### config.mk
export PLATFORM = sky130hd
export DESIGN_NAME = lslmc_link
export DESIGN_NICKNAME = d
export VERILOG_FILES = /design/src/logic/lslmc_link.v /design/src/logic/lslmc_fifo.v
export VERILOG_INCLUDE_DIRS = /design/src /design/src/logic
export SDC_FILE = /design/constraint.sdc
export NUM_CORES = 1
export LEC_CHECK = 0
export CAP_MARGIN = 20
export CORE_AREA = 2 2 179 181
export DETAILED_ROUTE_END_ITERATION = 16
export DIE_AREA = 0 0 181 183
export DONT_BUFFER_PORTS = 1
export GPL_ROUTABILITY_DRIVEN = 0
export PLACE_DENSITY = 0.57
export SYNTH_ARGS = -nofsm -noshare
export SYNTH_HDL_FRONTEND = slang
export SYNTH_HIERARCHICAL = 1
export SYNTH_SLANG_ARGS = --single-unit
### constraint.sdc
create_clock -name i_clk -period 4.7 [get_ports i_clk]
set_clock_uncertainty 0.15 [all_clocks]
set_input_delay 1.41 -clock i_clk [delete_from_list [all_inputs] [get_ports i_clk]]
set_output_delay 1.41 -clock i_clk [all_outputs]
set_load 0.03 [all_outputs]
### src/logic/lslmc_defs.vh
`ifndef LSLMC_DEFS_VH
`define LSLMC_DEFS_VH
// bus levels
`define LSLMC_DOMINANT        1'b0
`define LSLMC_RECESSIVE       1'b1
// timing, printed units
`define LSLMC_CLK_MHZ         100
`define LSLMC_WAKE_MIN_US     30
`define LSLMC_WAKE_MAX_US     150
`define LSLMC_START_MS        5
`define LSLMC_IDLE_MIN_S      4
`define LSLMC_IDLE_TYP_S      8
`define LSLMC_IDLE_MAX_S      10
`define LSLMC_MAX_KBPS        10
`define LSLMC_TOL_PCT         2
// derived cycle counts (wake threshold above min: longer-than rounds up)
`define LSLMC_WAKE_CYC        (`LSLMC_WAKE_MIN_US * `LSLMC_CLK_MHZ + 1)
`define LSLMC_START_CYC       (`LSLMC_START_MS * 1000 * `LSLMC_CLK_MHZ)
`define LSLMC_IDLE_CYC        (40'd`LSLMC_IDLE_TYP_S * 40'd1000000 * `LSLMC_CLK_MHZ)
// sync field: 8 bit times from first falling edge to last falling edge
`define LSLMC_SYNC_BITS       8
`define LSLMC_FRAME_GAP_CYC   (11 * 1000 * `LSLMC_CLK_MHZ / `LSLMC_MAX_KBPS)
`endif

### src/logic/lslmc_link.v
`timescale 1ns/1ns
`default_nettype none
`include "lslmc_defs.vh"
module lslmc_link #(
    parameter [39:0] IDLE_CYC  = `LSLMC_IDLE_CYC,
    parameter [31:0] START_CYC = `LSLMC_START_CYC,
    parameter        DEPTH     = 8,
    parameter        AW        = 3
) (
    // clock and reset
    input  wire        i_clk,
    input  wire        i_rst,
    // bus pin, open drain (oe low = pulling low)
    input  wire        i_lin_in,
    output wire        o_lin_out,
    output wire        o_lin_oe_n,
    output wire        o_term_en,
    // analog status, asynchronous
    input  wire        i_supply_ok,
    input  wire        i_supply_present,
    input  wire        i_overtemp,
    // protocol handler: response request and bytes
    input  wire        i_resp_req,
    input  wire        i_resp_valid,
    output wire        o_resp_ready,
    input  wire [7:0]  i_resp_data,
    input  wire        i_sleep_cmd,
    // status and timing to protocol handler
    output reg         o_awake,
    output reg         o_rx_enable,
    output reg         o_por,
    output reg         o_wake_event,
    output reg         o_sync_done,
    output reg  [19:0] o_bit_cycles,
    output reg         o_rx_bit,
    output reg         o_tx_busy
);
    ////////////////////////////////////////////////////////////
    localparam ST_SLEEP = 2'd0;
    localparam ST_WOKEN = 2'd1;
    localparam ST_START = 2'd2;
    localparam ST_RUN   = 2'd3;
    localparam integer WAKE_FULL = `LSLMC_WAKE_CYC;
    localparam integer GAP_FULL  = `LSLMC_FRAME_GAP_CYC;
    localparam [19:0]  WAKE_CYC  = WAKE_FULL[19:0];
    localparam [19:0]  GAP_CYC   = GAP_FULL[19:0];
    localparam [19:0] DEF_BIT  = 20'd9616;

    reg  [2:0]  s_lin;
    reg  [2:0]  s_ok;
    reg  [2:0]  s_pres;
    reg  [2:0]  s_ot;
    wire        lin;
    wire        lin_prev;
    wire        fall;
    wire        rise;
    reg  [1:0]  state;
    reg  [31:0] timer;
    reg  [39:0] idle_cnt;
    reg         blocked;
    reg         drv_off;
    reg         tx_low;
    wire        next_tx_high;

    // index 0 is never touched alone; index 2 is read only from s_lin
    always @(posedge i_clk) begin
        if (i_rst) begin
            s_lin  <= 3'h7;
            s_ok   <= 3'h0;
            s_pres <= 3'h0;
            s_ot   <= 3'h0;
        end else begin
            s_lin  <= {s_lin[1:0], i_lin_in};
            s_ok   <= {s_ok[1:0], i_supply_ok};
            s_pres <= {s_pres[1:0], i_supply_present};
            s_ot   <= {s_ot[1:0], i_overtemp};
        end
    end
    assign lin      = s_lin[1];
    assign lin_prev = s_lin[2];
    assign fall     = lin_prev & ~lin;
    assign rise     = ~lin_prev & lin;

    ////////////////////////////////////////////////////////////
    // mode control
    always @(posedge i_clk) begin
        if (i_rst) begin
            state        <= ST_SLEEP;
            timer        <= 32'h0;
            idle_cnt     <= 40'h0;
            o_awake      <= 1'b0;
            o_rx_enable  <= 1'b0;
            o_por        <= 1'b0;
            o_wake_event <= 1'b0;
        end else begin
            o_por        <= 1'b0;
            o_wake_event <= 1'b0;
            case (state)
                ST_SLEEP: begin
                    o_awake     <= 1'b0;
                    o_rx_enable <= 1'b0;
                    if (lin == `LSLMC_DOMINANT) begin
                        if (fall)
                            timer <= 32'h1;
                        else if (timer != 32'h0)
                            timer <= timer + 32'h1;
                        // strictly longer than the minimum: the count must pass it
                        if (timer[19:0] == WAKE_CYC) begin
                            state        <= ST_WOKEN;
                            o_wake_event <= 1'b1;
                        end
                    end else begin
                        timer <= 32'h0;
                    end
                end
                ST_WOKEN: begin
                    if (rise) begin
                        state   <= ST_START;
                        o_por   <= 1'b1;
                        o_awake <= 1'b1;
                        timer   <= 32'h0;
                    end
                end
                ST_START: begin
                    timer <= timer + 32'h1;
                    if (timer == START_CYC - 32'h1) begin
                        state    <= ST_RUN;
                        idle_cnt <= 40'h0;
                    end
                end
                ST_RUN: begin
                    o_rx_enable <= ~blocked;
                    if (lin == `LSLMC_DOMINANT)
                        idle_cnt <= 40'h0;
                    else
                        idle_cnt <= idle_cnt + 40'h1;
                    if (i_sleep_cmd || idle_cnt == IDLE_CYC - 40'h1) begin
                        state       <= ST_SLEEP;
                        o_rx_enable <= 1'b0;
                        o_awake     <= 1'b0;
                        timer       <= 32'h0;
                    end
                end
                default: state <= ST_SLEEP;
            endcase
        end
    end

    ////////////////////////////////////////////////////////////
    // supply and thermal guards
    always @(posedge i_clk) begin
        if (i_rst) begin
            blocked <= 1'b1;
            drv_off <= 1'b0;
        end else begin
            blocked <= ~s_ok[1];
            if (s_ot[1])
                drv_off <= 1'b1;
            // re-enable only as our own bit goes recessive, never inside a bit
            else if (drv_off && tx_low && next_tx_high)
                drv_off <= 1'b0;
        end
    end
    // termination follows awake; unpowered chip floats the pin
    assign o_term_en = s_pres[1] & o_awake;

    ////////////////////////////////////////////////////////////
    // sync field measurement: 8 bit times between 5 falling edges
    reg  [2:0]  edge_cnt;
    reg  [22:0] sync_cnt;
    reg         sync_run;
    reg  [19:0] gap_cnt;
    always @(posedge i_clk) begin
        if (i_rst) begin
            edge_cnt     <= 3'h0;
            sync_cnt     <= 23'h0;
            sync_run     <= 1'b0;
            gap_cnt      <= 20'h0;
            o_sync_done  <= 1'b0;
            o_bit_cycles <= DEF_BIT;
            o_rx_bit     <= 1'b1;
        end else begin
            o_rx_bit <= lin;
            // a long recessive gap closes the frame and drops a partial sync count; o_sync_done still holds
            if (lin == `LSLMC_DOMINANT || o_tx_busy)
                gap_cnt <= 20'h0;
            else if (gap_cnt != GAP_CYC)
                gap_cnt <= gap_cnt + 20'h1;
            if (!o_rx_enable || gap_cnt == GAP_CYC) begin
                edge_cnt <= 3'h0;
                sync_run <= 1'b0;
                if (!o_rx_enable)
                    o_sync_done <= 1'b0;
            end else if (!o_sync_done && fall && !o_tx_busy) begin
                // span runs across the inner edges; eight bits average out edge jitter
                edge_cnt <= edge_cnt + 3'h1;
                sync_run <= 1'b1;
                sync_cnt <= sync_cnt + 23'h1;
                if (edge_cnt == 3'h5) begin
                    o_bit_cycles <= sync_cnt[22:3];
                    o_sync_done  <= 1'b1;
                    sync_run     <= 1'b0;
                    edge_cnt     <= 3'h0;
                end
            end else if (sync_run) begin
                sync_cnt <= sync_cnt + 23'h1;
            end
            // second fall is the sync start bit; it counts as the first cycle
            if (edge_cnt == 3'h1 && fall)
                sync_cnt <= 23'h1;
        end
    end

    ////////////////////////////////////////////////////////////
    // response transmitter, bytes buffered from handler registers
    wire        fifo_valid;
    reg         fifo_ready;
    wire [7:0]  fifo_data;
    reg  [9:0]  shift;
    reg  [3:0]  bit_idx;
    reg  [19:0] bit_cnt;
    wire        tx_allowed;

    lslmc_fifo #(
        .WIDTH (8),
        .DEPTH (DEPTH),
        .AW    (AW)
    ) u_fifo (
        .i_clk       (i_clk),
        .i_rst       (i_rst),
        .i_in_valid  (i_resp_valid),
        .o_in_ready  (o_resp_ready),
        .i_in_data   (i_resp_data),
        .o_out_valid (fifo_valid),
        .i_out_ready (fifo_ready),
        .o_out_data  (fifo_data)
    );

    // transmit only on a slave-answer header, after sync, when not blocked
    assign tx_allowed   = i_resp_req & o_sync_done & o_rx_enable;
    assign next_tx_high = o_tx_busy & (bit_cnt == o_bit_cycles - 20'h1) & shift[1];

    always @* begin
        fifo_ready = tx_allowed & ~o_tx_busy;
    end

    always @(posedge i_clk) begin
        if (i_rst) begin
            shift     <= 10'h3FF;
            bit_idx   <= 4'h0;
            bit_cnt   <= 20'h0;
            o_tx_busy <= 1'b0;
            tx_low    <= 1'b0;
        end else if (!o_tx_busy) begin
            tx_low <= 1'b0;
            if (fifo_ready && fifo_valid) begin
                shift     <= {1'b1, fifo_data, 1'b0};
                bit_idx   <= 4'h0;
                bit_cnt   <= 20'h0;
                o_tx_busy <= 1'b1;
                tx_low    <= 1'b1;
            end
        // undervoltage cuts a byte short rather than risk a stuck dominant
        end else if (blocked) begin
            o_tx_busy <= 1'b0;
            tx_low    <= 1'b0;
            shift     <= 10'h3FF;
        end else if (bit_cnt == o_bit_cycles - 20'h1) begin
            bit_cnt <= 20'h0;
            shift   <= {1'b1, shift[9:1]};
            tx_low  <= ~shift[1];
            bit_idx <= bit_idx + 4'h1;
            if (bit_idx == 4'h9)
                o_tx_busy <= 1'b0;
        end else begin
            bit_cnt <= bit_cnt + 20'h1;
        end
    end

    // pin released unless actively sending dominant
    assign o_lin_out  = `LSLMC_DOMINANT;
    assign o_lin_oe_n = ~(o_tx_busy & ~shift[0] & ~drv_off & ~blocked & s_pres[1]);
endmodule // lslmc_link
`default_nettype wire

### src/logic/lslmc_fifo.v
`timescale 1ns/1ns
`default_nettype none
module lslmc_fifo #(
    parameter WIDTH = 8,
    parameter DEPTH = 8,
    parameter AW    = 3
) (
    // clock and reset
    input  wire             i_clk,
    input  wire             i_rst,
    // fill side
    input  wire             i_in_valid,
    output wire             o_in_ready,
    input  wire [WIDTH-1:0] i_in_data,
    // drain side
    output wire             o_out_valid,
    input  wire             i_out_ready,
    output reg  [WIDTH-1:0] o_out_data
);
    reg [WIDTH-1:0] mem [0:DEPTH-1];
    reg [AW-1:0]    wr_ptr;
    reg [AW-1:0]    rd_ptr;
    reg [AW:0]      count;
    reg             out_full;
    wire            push;
    wire            pop;
    wire            load;
    wire [AW:0]     total;

    // the output register is a slot too, so full means DEPTH words in all
    assign total       = count + {{AW{1'b0}}, out_full};
    assign o_in_ready  = (total != DEPTH[AW:0]);
    assign o_out_valid = out_full;
    assign push        = i_in_valid & o_in_ready;
    assign load        = (count != {(AW+1){1'b0}}) & (~out_full | i_out_ready);
    assign pop         = load;

    always @(posedge i_clk) begin
        if (i_rst) begin
            wr_ptr     <= {AW{1'b0}};
            rd_ptr     <= {AW{1'b0}};
            count      <= {(AW+1){1'b0}};
            out_full   <= 1'b0;
            o_out_data <= {WIDTH{1'b0}};
        end else begin
            if (push) begin
                mem[wr_ptr] <= i_in_data;
                wr_ptr      <= wr_ptr + {{(AW-1){1'b0}}, 1'b1};
            end
            if (pop) begin
                o_out_data <= mem[rd_ptr];
                rd_ptr     <= rd_ptr + {{(AW-1){1'b0}}, 1'b1};
                out_full   <= 1'b1;
            end else if (i_out_ready) begin
                out_full <= 1'b0;
            end
            if (push & ~pop)
                count <= count + {{AW{1'b0}}, 1'b1};
            else if (pop & ~push)
                count <= count - {{AW{1'b0}}, 1'b1};
        end
    end
endmodule // lslmc_fifo
`default_nettype wire

# Word level (Yosys, flattened, before mapping)
# Memory sizes are Yosys's and may differ from the RTL's. A register that Yosys moved wholly into a read port is not among the register bits.
# Index checks and enable logic that the tools add are counted.
# W data, S select, Z words.
[totals]
elab_cells = 203
ff_bits = 205
out_inout_bits = 31
mem_bits_rw = 64
memories = 1
[op_classes]
bitwise_logic = 32
n_mux = 61
addsub = 13
n_eq_ne = 24
n_reduce_logical = 42
[memory_table]
columns = ["name", "depth", "width", "rd", "rd_ports_with_merged_regs", "wr", "line_no", "rtl"]
rows = [
  ["u_fifo.mem", 8, 8, 1, 1, 1, "lslmc_fifo.v:20", "reg [WIDTH-1:0] mem [0:DEPTH-1];"],
]
[ops]
columns = ["operator", "count"]
rows = [
  ["$mux W32", 5],
  ["$pmux W32 S4", 1],
  ["$mux W20", 4],
  ["$mux W40", 2],
  ["$pmux W40 S2", 1],
  ["$mux W23", 2],
  ["$add A20 B1 Y20 const B", 2],
  ["$add A40 B1 Y40 const B", 1],
  ["$eq A40 B30 Y1 const B", 1],
  ["$mux W10", 4],
  ["$add A32 B1 Y32 const B", 1],
  ["$eq A32 B19 Y1 const B", 1],
  ["$reduce_bool A32 Y1", 1],
  ["$mux W1", 27],
  ["$mux W4", 6],
  ["$add A23 B1 Y23 const B", 1],
  ["$eq A20 B12 Y1 const B", 1],
  ["$eq A20 B17 Y1 const B", 1],
  ["$eq A20 B20 Y1", 1],
  ["$ne A20 B17 Y1 const B", 1],
  ["$sub A20 B1 Y20 const B", 1],
  ["$reduce_bool A2 Y1", 9],
  ["$and A1 B1 Y1", 16],
  ["$not A1 Y1", 15],
  ["other kinds (30)", 67],
]

# Depth between registers and ports, before layout
# Gate-level depths: netlist of the first run.
[logic_depth]
word_depth = 8
depth_mapped = 13

# By module
# The synthesis of the first run kept the hierarchy.
[by_module_without_submodules]
columns = ["mod", "cells_each", "instances", "seq_area_each_um2", "area_per_inst_um2"]
rows = [
  ["lslmc_link", 1110, 1, 3843.7, 9253.9],
  ["lslmc_fifo", 204, 1, 2302.2, 3343.2],
]

# Least setup slack after synthesis of the first run
# Ideal clock, no wire load.
[synth_timing]
path_kind = "in2reg"
from = "input port i_resp_req"
to = "register u_fifo.count[3]"
arrival_time_ns = 3.493
setup_time_ns = 0.121
t_required_ns = 4.429
path_slack_ns = 0.936
path_stages = 12
path_buffers = 1
path_cell_list = "nor3b_1 -> nand2b_1 -> and2_4 -> buf_6 -> inv_1 -> ha_1 -> inv_1 -> ha_1 -> a21oi_1 -> a211oi_1 -> a31oi_1 -> mux2_2"
[synth_via]
elab_chain_len = 8
[synth_rtl]
columns = ["item", "line_no", "rtl"]
rows = [
  ["from (decl)", "lslmc_link.v:23", "input wire i_resp_req,"],
  ["$and A1 B1 Y1 * (2 in series)", "lslmc_link.v:240", "assign tx_allowed = i_resp_req & o_sync_done & o_rx_enable;"],
  ["$and A1 B1 Y1 *", "lslmc_link.v:244", "fifo_ready = tx_allowed & ~o_tx_busy;"],
  ["$or A1 B1 Y1 *", "lslmc_fifo.v:35", "assign load = (count != {(AW+1){1'b0}}) & (~out_full | i_out_ready);"],
  ["$and A1 B1 Y1 *", "lslmc_fifo.v:35", ""],
  ["$not A1 Y1", "lslmc_fifo.v:57", "if (push & ~pop)"],
  ["$and A1 B1 Y1", "lslmc_fifo.v:57", ""],
  ["$mux W4 / $reduce_bool A2 Y1 (equally long branches)", "--", ""],
  ["to (signal assigned)", "lslmc_fifo.v:42", "count <= {(AW+1){1'b0}};"],
  ["to (signal assigned)", "lslmc_fifo.v:58", "count <= count + {{AW{1'b0}}, 1'b1};"],
  ["to (signal assigned)", "lslmc_fifo.v:60", "count <= count - {{AW{1'b0}}, 1'b1};"],
  ["to (decl)", "lslmc_fifo.v:23", "reg [AW:0] count;"],
]
# Mark *: on every way between the ends. The rest lies on a longest branch, timed or not.
# A chain may end at the register's enable or synchronous reset.

# Worst setup path in the final report of the first run
[layout_timing]
from = "register o_bit_cycles[1]"
to = "register bit_idx[0]"
[layout_via]
elab_chain_len = 4
[layout_rtl]
columns = ["item", "line_no", "rtl"]
rows = [
  ["from (decl)", "lslmc_link.v:34", "output reg [19:0] o_bit_cycles,"],
  ["from (signal assigned)", "lslmc_link.v:200", "o_bit_cycles <= sync_cnt[22:3];"],
  ["$sub A20 B1 Y20", "lslmc_link.v:268", "end else if (bit_cnt == o_bit_cycles - 20'h1) begin"],
  ["$eq A20 B20 Y1", "lslmc_link.v:268", ""],
  ["$ne A2 B1 Y1 (no line)", "--", ""],
  ["$reduce_and A3 Y1 (no line)", "--", ""],
  ["to (signal assigned)", "lslmc_link.v:272", "bit_idx <= bit_idx + 4'h1;"],
  ["to (decl)", "lslmc_link.v:220", "reg [3:0] bit_idx;"],
]
# No other way between the ends.

==> results.py, run 1 <==
metrics = {
    "route": {
        "finalWirelength_um": 26380,
        "dr.pass1.iters": 5,
        "drt_iter0_markers": 559,
        "route.detailed.drc": 0,
        "antenna_left": 0,
        "wl_per_cell_um": 15.22,
        "via_per_inst": 5.190,
        "num_vias": 8995,
    },
    "cts": {
        "cts_resized": 0,
        "cts_setup_buffers": 0,
        "htree_num_levels": 1,
        "hold_buffers": 0,
        "clock-root-buffer": "clkbuf_16",
        "cts.sinks": 275,
        "cts_buffer_depth": 3,
        "cts_tree": "built",
        "clock_latency_ps": 550,
        "numCtsBuffers": 30,
        "cts.clk_slew.worst_paths_ps": 60,
    },
    "setup_path": {
        "cp_slowest_stage_delay_ps": 560,
        "crit_path_max_fanout": 11,
        "cp_cell_sequence": "inv_1 > ha_1 > nor3b_2 > nand4_2 > o21a_1 > or3_1 > a2111oi_0 > and4b_1 > buf_4 > nand2_4 > mux2_4",
        "crit_slowest_cell": "and4b_1",
        "crit_path_end_kind": "register",
        "cp_data_arrival_time_ps": 4270,
        "cp-start-kind": "register",
        "path_class": "register to register",
        "critical_path_required_ps": 4980,
    },
    "pwr": {
        "power_switching_w": 0.001296,
        "vdd_ir_drop_max_v": 0.0002534,
        "p_leak_nw": 4.929,
        "clockPowerShare_pct": 43.4,
        "switching_share_pct": 23.66,
        "p_comb_share_pct": 9.5,
        "p_int_w": 0.004181,
        "powerDensity_nw_per_um2": 392.4,
        "pwr-share-seq_pct": 47.1,
    },
    "run_status": {
        "status": "complete, no violations",
    },
    "global_route": {
        "grt.total_usage_pct": 16.07,
        "grt_pass1_vias": 8732,
        "antenna_found_initial": 1,
        "grt_first_pass_wirelength_um": 44580,
        "grt_start_max_net_pins": 93,
        "grt_overflow": 0,
    },
    "die": {
        "die_height_um": 183,
        "die_w_um": 181,
        "dieArea_um2": 33120,
        "rows": 65,
        "core_um2": 31230,
        "io_pins": 48,
        "initial_core_util_pct": 40.34,
    },
    "placement": {
        "numPortBuffers": 0,
        "placed_cells": 1677,
        "dpl-instance-area_um2": 12950,
        "dp_hpwl_um": 17690,
    },
    "synth": {
        "yosysUniqueCellTypes": 75,
        "synthFlopType": "dfxtp_1",
        "async_flop_share_pct": 0,
        "ys_top_cells_by_count": "dfxtp_1 (211), nor2_1 (206), nand2_1 (120), xor2_1 (85), edfxtp_1 (64)",
        "ys_warn_count": 6,
        "synth-edff-count": 64,
        "yosys.area.top_type": "dfxtp_1",
        "synth-seq-cells": 275,
        "synth_nets": 1356,
        "post-synth-top-area-fraction_pct": 33.53,
        "postSynthCellCount": 1314,
        "netlist_top_cells_area": "dfxtp_1 (34%), edfxtp_1 (15%), nor2_1 (6.1%)",
        "postSynthAreaPerCell_um2": 9.587,
        "synth-seq-area-share_pct": 48.79,
        "synth_most_common_cell": "dfxtp_1",
        "synthesis.area_um2": 12600,
    },
    "sta": {
        "finalCritPeriodShare_pct": 84.98,
        "fin_hold_ws_ps": 224.1,
        "worst_pin_slew_ps": 884.3,
        "clock.fmax_mhz": 250.4,
        "setup-violations-final": 0,
        "setup_tns_ps": 0,
        "hold_violations": 0,
        "relSlewSlack_pct": 40.27,
        "drv_slew": 0,
        "rsz0062_at_grt": "false",
        "finalCriticalPeriod_ps": 3994,
    },
    "run": {
        "drv_cap": 0,
    },
    "final_layout": {
        "finalInstanceArea_um2": 13960,
        "syn_to_final_growth_pct": 10.80,
        "drive_gt1_share_pct": 7.889,
        "antenna_cells": 0,
        "fillers": 2996,
        "nNetsFinal": 1349,
        "multi_input_area_um2": 6086,
        "fin_cells": 1733,
        "regArea_um2": 6146,
    },
    "worst_hold_path": {
        "worstHoldPathType": "register to register",
    },
}
## power by group through the flow
stage               Combinational (W)  Clock (W)  Sequential (W)
floorplan                    0.000477          0         0.00259
global placement             0.000519          0         0.00263
detailed placement           0.000528          0         0.00263
CTS                          0.000530    0.00244         0.00258
global route                 0.000592    0.00254         0.00259
finish                       0.000522    0.00238         0.00258
## stage by stage
step                util (%)  total power, W  setup slack (ps)
finish                 44.69        0.005477             706.1
global route           44.69        0.005724             393.6
CTS                    44.69        0.005555             738.4
global placement       41.47        0.003150             794.5
floorplan                  -        0.003069             936.1
detailed placement     41.47        0.003161             722.3
## sequential cells by signal, summed over array words and instances (netlist names), 2 cells and up
signal and cells:
idle_cnt 40, s_ok 2, bit_cnt 20, shift 9, bit_idx 4, s_lin 3, sync_cnt 23, u_fifo/wr_ptr 3
edge_cnt 3, u_fifo/o_out_data 8, timer 32, u_fifo/count 4, o_bit_cycles 20, gap_cnt 20, s_pres 2, u_fifo/rd_ptr 3
state 2, s_ot 2, u_fifo/mem 64
## cell families after synthesis
logic type | synth area share [%]
fa+ha+maj | 2.543
simple gates | 24.79
flops | 48.79
buf+inv | 2.900
mux | 4.321
other cells | 0.02977
compound gates | 6.764
xor+xnor | 9.863
## path summary, 6_finish.rpt
path | startpoint | to | slack (ps) | cells past startpoint
setup reg to reg | o_bit_cycles[1] | bit_idx[0] | 710 | 11
hold / removal | s_ok[1] | blocked | 220 | 1
hold reg to reg | s_ok[1] | blocked | 220 | 1
setup / recovery | o_bit_cycles[1] | bit_idx[0] | 710 | 11
## routing by layer
layer,global-route usage [%],vias to the layer above,part of all wire [%]
li1,-,4592,-
met1,22.32,4222,49
met2,25.95,143,45
met3,3.078,38,4.4
met4,3.935,0,2.0
met5,0,-,0
## layout by cell type (no fill, tap or decap), drive strengths merged, types with 11 or more instances in the layout
master / count
xnor2: 56
nor2: 206
buf: 15
mux2i: 12
and3: 29
nor4: 20
inv: 28
nand2: 121
mux4: 16
nor3: 39
nand3: 62
or3: 16
nor2b: 19
a21oi: 40
nand4: 29
nand2b: 13
clkbuf: 42
and4: 12
dfxtp: 211
o21ai: 31
edfxtp: 64
ha: 24
o22ai: 11
xor2: 85
## area by class of cell
| cell class | count | share of cell area [%] |
|---|---|---|
| sequential | 275 | 44.03 |
| multi-input combinational | 957 | 43.60 |
| clock buffer | 42 | 6.141 |
| tap | 402 | 3.604 |
| clock inverter | 14 | 1.058 |
| timing repair buffer | 15 | 0.8068 |
| inverter | 28 | 0.7530 |
## critical path: cells and delay by family (launching register included)
family	cells	cell delay, ps
buffers and inverters	2	370
AO/OA/AOI/OAI	2	600
multiplexers	1	290
adder cells (fa/ha/maj)	1	270
AND/OR/NAND/NOR	5	1680
flip-flops	1	490
No activity file was read; power rests on OpenSTA's default activity.
==> inputs of run 2 (changes only) <==
--- a/config.mk
+++ b/config.mk
@@ -6,10 +6,11 @@
 export SDC_FILE = /design/constraint.sdc
 export NUM_CORES = 1
 export LEC_CHECK = 0
+export ABC_AREA = 1
 export CAP_MARGIN = 20
-export CORE_AREA = 2 2 179 181
+export CORE_AREA = 2 2 196 198
 export DETAILED_ROUTE_END_ITERATION = 16
-export DIE_AREA = 0 0 181 183
+export DIE_AREA = 0 0 198 200
 export DONT_BUFFER_PORTS = 1
 export GPL_ROUTABILITY_DRIVEN = 0
 export PLACE_DENSITY = 0.57
==> constraint.sdc (replaced) <==
create_clock -name i_clk -period 3.7 [get_ports i_clk]
set_clock_uncertainty 0.15 [all_clocks]
set_input_delay 1.11 -clock i_clk [delete_from_list [all_inputs] [get_ports i_clk]]
set_output_delay 1.11 -clock i_clk [all_outputs]
set_load 0.03 [all_outputs]
==> run 2 against run 1 <==
Sequential power up 31%. Wire length up 47%. First-iteration DRC count is 73% higher. Core utilization about the same. Clock power increased by 36%. Synthesized cell count is 64% higher. Via count grew 51%. Global-route usage up 4.1 points. Highest routed layer unchanged. Largest power group unchanged. Register-to-register slack got worse by 20 ps. Count of clock-buffer cells in the layout unchanged.
==> results.py, run 2 <==
metrics = {
    "synth": {
        "synth_nets": 2197,
        "synth-seq-area-share_pct": 40.48,
        "synthesis.area_um2": 15180,
        "post-synth-top-area-fraction_pct": 27.82,
        "postSynthAreaPerCell_um2": 7.046,
        "yosys.area.top_type": "dfxtp_1",
        "synth-seq-cells": 275,
        "synth-edff-count": 64,
        "postSynthCellCount": 2155,
        "ys_top_cells_by_count": "nand2_1 (499), nor2_1 (270), inv_1 (251), dfxtp_1 (211), nand3_1 (172)",
        "yosysUniqueCellTypes": 54,
        "netlist_top_cells_area": "dfxtp_1 (28%), edfxtp_1 (13%), nand2_1 (12%)",
        "ys_warn_count": 6,
        "async_flop_share_pct": 0,
        "synth_most_common_cell": "nand2_1",
        "synthFlopType": "dfxtp_1",
    },
    "worst_hold_path": {
        "worstHoldPathType": "register to register",
    },
    "die": {
        "initial_core_util_pct": 40.60,
        "core_um2": 37400,
        "rows": 71,
        "io_pins": 48,
        "die_w_um": 198,
        "die_height_um": 200,
        "dieArea_um2": 39600,
    },
    "pwr": {
        "p_comb_share_pct": 19.0,
        "clockPowerShare_pct": 39.8,
        "p_int_w": 0.005584,
        "switching_share_pct": 31.55,
        "pwr-share-seq_pct": 41.2,
        "power_switching_w": 0.002574,
        "powerDensity_nw_per_um2": 488.2,
        "p_leak_nw": 6.322,
        "vdd_ir_drop_max_v": 0.0004346,
    },
    "route": {
        "top_layer_used": "met4",
        "met3_length_um": 2258,
        "num_vias": 13600,
        "wl_per_cell_um": 14.53,
        "wl_met1_um": 18320,
        "dr_wl_met2_um": 17390,
        "route.detailed.drc": 0,
        "finalWirelength_um": 38880,
        "via_per_inst": 5.084,
        "antenna_left": 0,
        "drt_iter0_markers": 969,
        "dr.pass1.iters": 5,
    },
    "sta": {
        "relSlewSlack_pct": 42.58,
        "drv_slew": 0,
        "worst_pin_slew_ps": 860.2,
        "setup_tns_ps": 0,
        "clock.fmax_mhz": 311.0,
        "finalCriticalPeriod_ps": 3216,
        "finalCritPeriodShare_pct": 86.92,
        "hold_violations": 0,
        "rsz0062_at_grt": "false",
        "setup-violations-final": 0,
    },
    "global_route": {
        "grt_pass1_vias": 12920,
        "grt_start_max_net_pins": 82,
        "antenna_found_initial": 0,
        "grt.total_usage_pct": 20.18,
        "grt_overflow": 0,
        "grt_first_pass_wirelength_um": 65240,
    },
    "final_layout": {
        "antenna_cells": 0,
        "nNetsFinal": 2183,
        "mostFrequentLayoutCells": "nand2_1 (499), nor2_1 (270), inv_1 (251), dfxtp_1 (211), nand3_1 (172)",
        "finalInstanceArea_um2": 16710,
        "reg_top3": "u_fifo/mem x64, idle_cnt x40, timer x32",
        "layout_commonest_cell": "nand2_1",
        "drive_gt1_share_pct": 6.143,
        "fillers": 3776,
        "largest_reg_flops": 64,
        "top_register": "u_fifo/mem",
        "syn_to_final_growth_pct": 10.05,
    },
    "cts": {
        "clock_latency_ps": 550,
        "hold_buffers": 0,
        "cts_resized": 0,
        "cts.clk_slew.worst_paths_ps": 60,
        "cts_setup_buffers": 0,
        "cts.sinks": 275,
        "clock-root-buffer": "clkbuf_16",
        "htree_num_levels": 2,
        "cts_buffer_depth": 3,
        "cts_tree": "built",
        "numCtsBuffers": 34,
    },
    "placement": {
        "dp_hpwl_um": 27540,
        "numPortBuffers": 0,
        "dpl-instance-area_um2": 15630,
    },
    "run_status": {
        "status": "complete, no violations",
    },
    "setup_path": {
        "crit_path_end_kind": "output pin",
        "cp-start-kind": "register",
        "cp_data_arrival_time_ps": 1960,
        "path_class": "register to output pin",
        "crit_path_max_fanout": 5,
        "critical_path_required_ps": 2440,
    },
    "run": {
        "drv_cap": 0,
    },
}
run 2: changes by cell type after synthesis, moves of 43 or more:
cell and delta:
a21oi_1 +91, nand3_1 +112, nor3_1 +46, o21ai_0 +43
inv_1 +223, nand2_1 +379, nor2_1 +64
run 2: cell families (layout without fill, tap and decap cells):
logic type / count (synthesis) / in the layout / synth area share (%)
flops: 275 / 275 / 40.48
simple gates: 1186 / 1186 / 34.68
fa+ha+maj: 25 / 25 / 2.110
xor+xnor: 92 / 92 / 5.307
other cells: 1 / 1 / 0.02470
buf+inv: 338 / 348 / 8.999
compound gates: 238 / 238 / 8.405
run 2: cell type report:
| class | count | area, um2 | area share [%] |
|---|---|---|---|
| inverter | 266 | 1003 | 6.006 |
| sequential | 275 | 6146 | 36.78 |
| tap | 511 | 639.4 | 3.827 |
| clock buffer | 42 | 910.9 | 5.452 |
| clock inverter | 18 | 172.7 | 1.033 |
| multi-input combinational | 1542 | 7671 | 45.91 |
| timing repair buffer | 22 | 165.2 | 0.9885 |
run 2: worst max-delay path: stages, from the launching register on:
cell	delay [ps]
dfxtp_1	400
ha_1	220
ha_1	240
nor2_1	80
nand2_1	50
nor2_1	120
nand3_2	290
run 2: worst paths after layout:
check	from	slack, ps	to	cells after the start
setup / recovery	u_fifo/count[0]	480	o_resp_ready	6
hold / removal	s_ok[1]	230	blocked	1
setup reg to reg	u_fifo/count[0]	690	u_fifo/count[3]	17
hold reg to reg	s_ok[1]	230	blocked	1
run 2: power groups by stage:
stage | sequential (W) | combinational (W) | clock (W)
floorplan | 0.00335 | 0.00127 | 0
global placement | 0.00343 | 0.00151 | 0
detailed placement | 0.00343 | 0.00155 | 0
CTS | 0.00336 | 0.00155 | 0.00334
global route | 0.00338 | 0.00175 | 0.00345
finish | 0.00337 | 0.00155 | 0.00324
run 2: layer usage:
| layer | track usage, % | vias up |
|---|---|---|
| li1 | - | 7007 |
| met1 | 26.72 | 6235 |
| met2 | 33.07 | 300 |
| met3 | 4.183 | 62 |
| met4 | 6.433 | 0 |
| met5 | 0 | - |
run 2: stage by stage:
| step | hold WS [ps] | std cells | utilization [%] | total power, W | worst slack [ps] |
|---|---|---|---|---|---|
| global placement | 212.0 | 2616 | 41.78 | 0.004940 | 683.2 |
| detailed placement | 226.2 | 2616 | 41.78 | 0.004974 | 624.8 |
| finish | 231.0 | 2676 | 44.68 | 0.008158 | 484.1 |
| global route | 255.9 | 2676 | 44.68 | 0.008589 | 334.7 |
| floorplan | 201.7 | 2155 | - | 0.004628 | 826.5 |
| CTS | 236.6 | 2676 | 44.68 | 0.008257 | 446.9 |
==> inputs of run 3 (changes only) <==
--- a/config.mk
+++ b/config.mk
@@ -8,13 +8,12 @@
 export LEC_CHECK = 0
 export ABC_AREA = 1
 export CAP_MARGIN = 20
-export CORE_AREA = 2 2 196 198
+export CORE_AREA = 2 2 194 196
 export DETAILED_ROUTE_END_ITERATION = 16
-export DIE_AREA = 0 0 198 200
+export DIE_AREA = 0 0 196 198
 export DONT_BUFFER_PORTS = 1
 export GPL_ROUTABILITY_DRIVEN = 0
 export PLACE_DENSITY = 0.57
 export SYNTH_ARGS = -nofsm -noshare
 export SYNTH_HDL_FRONTEND = slang
-export SYNTH_HIERARCHICAL = 1
 export SYNTH_SLANG_ARGS = --single-unit
==> run 3 against run 2 <==
Count of clock-buffer cells in the layout down 1. Sequential share of layout area increased by 0.45 points. Global-route usage shrank 0.058 points. Power shrank 6.0%. Wire length fell by 0.84%. Non-clock buffer count is 3 higher. Clock power increased by 8.3%. Critical path type unchanged. Largest cell class unchanged. Largest power group is now the clock network.
==> results.py, run 3 <==
metrics = {
    "setup_path": {
        "cp_data_arrival_time_ps": 2030,
        "r2r_start": "u_fifo.count[0]",
        "crit_start": "u_fifo.count[0]",
        "path_class": "register to output pin",
        "crit_path_end_kind": "output pin",
        "crit_path_max_fanout": 6,
        "cp-start-kind": "register",
        "critical_path_required_ps": 2440,
    },
    "synth": {
        "synth_xor_xnor_area_share_pct": 5.175,
        "ys_top_cells_by_count": "nand2_1 (430), nor2_1 (239), dfxtp_1 (211), inv_1 (203), a21oi_1 (153)",
        "synth-seq-area-share_pct": 41.27,
        "synth_compound_area_share_pct": 11.60,
        "synthAdderAreaFrac_pct": 2.151,
        "postSynthCellCount": 2057,
        "synth_mux_area_share_pct": 0,
        "async_flop_share_pct": 0,
        "post-synth-top-area-fraction_pct": 28.36,
        "synth_top_family_by_area": "simple AND/OR/NAND/NOR gates",
        "netlist_top_cells_area": "dfxtp_1 (28%), edfxtp_1 (13%), nand2_1 (11%)",
        "synth-seq-cells": 275,
        "synth-edff-count": 64,
        "synthesis.area_um2": 14890,
        "postSynthAreaPerCell_um2": 7.240,
        "synthFlopType": "dfxtp_1",
        "yosys.area.top_type": "dfxtp_1",
        "yosysUniqueCellTypes": 53,
        "synth_nets": 2099,
        "synth_most_common_cell": "nand2_1",
        "yosys.area_share.simple_pct": 31.97,
        "ys_warn_count": 0,
    },
    "sta": {
        "clock.fmax_mhz": 304.4,
        "setup_ws_ps": 414.9,
        "setup_tns_ps": 0,
        "rsz0062_at_grt": "false",
        "hold_violations": 0,
        "worst_pin_slew_ps": 921.0,
        "relSlewSlack_pct": 38.53,
        "setup-violations-final": 0,
        "finalCritPeriodShare_pct": 88.79,
        "finalCriticalPeriod_ps": 3285,
        "drv_slew": 0,
    },
    "route": {
        "wl_per_cell_um": 15.20,
        "antenna_left": 0,
        "num_vias": 13380,
        "drt_iter0_markers": 896,
        "finalWirelength_um": 38560,
        "route.detailed.drc": 0,
        "dr.pass1.iters": 6,
        "via_per_inst": 5.275,
    },
    "final_layout": {
        "layout_commonest_cell": "nand2_1",
        "syn_to_final_growth_pct": 10.83,
        "reg_top3": "u_fifo.mem x64, idle_cnt x40, timer x32",
        "nNetsFinal": 2082,
        "drive_gt1_share_pct": 6.592,
        "top_register": "u_fifo.mem",
        "fillers": 3731,
        "largest_reg_flops": 64,
        "mostFrequentLayoutCells": "nand2_1 (430), nor2_1 (239), dfxtp_1 (211), inv_1 (202), a21oi_1 (153)",
        "fin_cells": 2537,
        "layout.core_utilization_pct": 44.66,
        "antenna_cells": 0,
    },
    "cts": {
        "clock_latency_ps": 560,
        "hold_buffers": 0,
        "cts.sinks": 275,
        "numCtsBuffers": 34,
        "cts.clk_slew.worst_paths_ps": 60,
        "htree_num_levels": 2,
        "clock-root-buffer": "clkbuf_16",
        "cts_resized": 0,
        "cts_setup_buffers": 0,
        "cts_tree": "built",
        "cts_buffer_depth": 3,
    },
    "placement": {
        "place_worst_setup_slack_ps": 262.4,
        "numPortBuffers": 0,
        "placed_cells": 2478,
        "dp_hpwl_um": 27030,
    },
    "die": {
        "rows": 71,
        "dieArea_um2": 38810,
        "die_w_um": 196,
        "core_um2": 36960,
        "io_pins": 48,
        "initial_core_util_pct": 40.30,
        "die_height_um": 198,
    },
    "pwr": {
        "pwr-share-seq_pct": 42.9,
        "power_switching_w": 0.002008,
        "clockPowerShare_pct": 45.8,
        "p_int_w": 0.005659,
        "vdd_ir_drop_max_v": 0.0003853,
        "powerDensity_nw_per_um2": 464.5,
        "total_power_w": 0.007667,
        "p_leak_nw": 6.071,
        "switching_share_pct": 26.19,
        "p_comb_share_pct": 11.3,
    },
    "worst_hold_path": {
        "worstHoldStart": "s_ok[1]",
        "worstHoldPathType": "register to register",
    },
    "run_status": {
        "status": "complete, no violations",
    },
    "global_route": {
        "grt.total_usage_pct": 20.12,
        "grt_pass1_vias": 12600,
        "grt_overflow": 0,
        "antenna_found_initial": 0,
        "grt_start_max_net_pins": 81,
        "grt_first_pass_wirelength_um": 64050,
    },
    "run": {
        "drv_cap": 0,
    },
}
run 3: power by group through the flow:
stage	sequential [W]	clock, W	combinational [W]
6_report	0.00329	0.00351	0.000863
5_1_grt	0.00331	0.00373	0.00100
4_1_cts	0.00329	0.00362	0.000872
3_5_place_dp	0.00335	0	0.000870
3_3_place_gp	0.00335	0	0.000853
2_1_floorplan	0.00330	0	0.000670
run 3: final timing paths:
kind	endpoint	slack (ps)	depth (start not counted)
max	o_resp_ready	410	5
min	blocked	230	1
max reg2reg	u_fifo.count[3]	430	16
min reg2reg	blocked	230	1
run 3: cell families (layout without fill, tap and decap cells):
kind of cell,count (synthesis),after routing
AND/OR/NAND/NOR,1051,1051
AO/OA/AOI/OAI,321,321
buffers and inverters,296,302
flip-flops,275,275
XOR/XNOR,88,88
adder cells (fa/ha/maj),25,25
other,1,1
run 3: worst max-delay path: stages (launching register included):
cell      delay, ps
dfxtp_1         360
ha_1            220
ha_1            200
a221oi_1        280
o211ai_1        190
buf_4           220
run 3: cell type report:
type                            count  area, um2  share of cell area, %
Clock buffer                       41      897.1                  5.435
Clock inverter                     18      280.3                  1.698
Inverter                          218      818.3                  4.958
Multi-Input combinational cell   1486       7584                  45.94
Sequential cell                   275       6146                  37.23
Tap cell                          474      593.1                  3.593
Timing Repair Buffer               25      187.7                  1.137
run 3: layer usage:
metal	track usage, %	vias to the layer above	share of wire, %
li1	-	6837	-
met3	3.253	61	4.6
met1	27.54	6215	48
met4	6.622	0	2.4
met5	0	-	0
met2	32.42	270	45
run 3: stage by stage:
step                instance area, um2  hold WS, ps
floorplan                        14890        201.7
global placement                 15330        222.0
detailed placement               15330        215.9
CTS                              16510        230.9
global route                     16510        253.3
finish                           16510        226.7
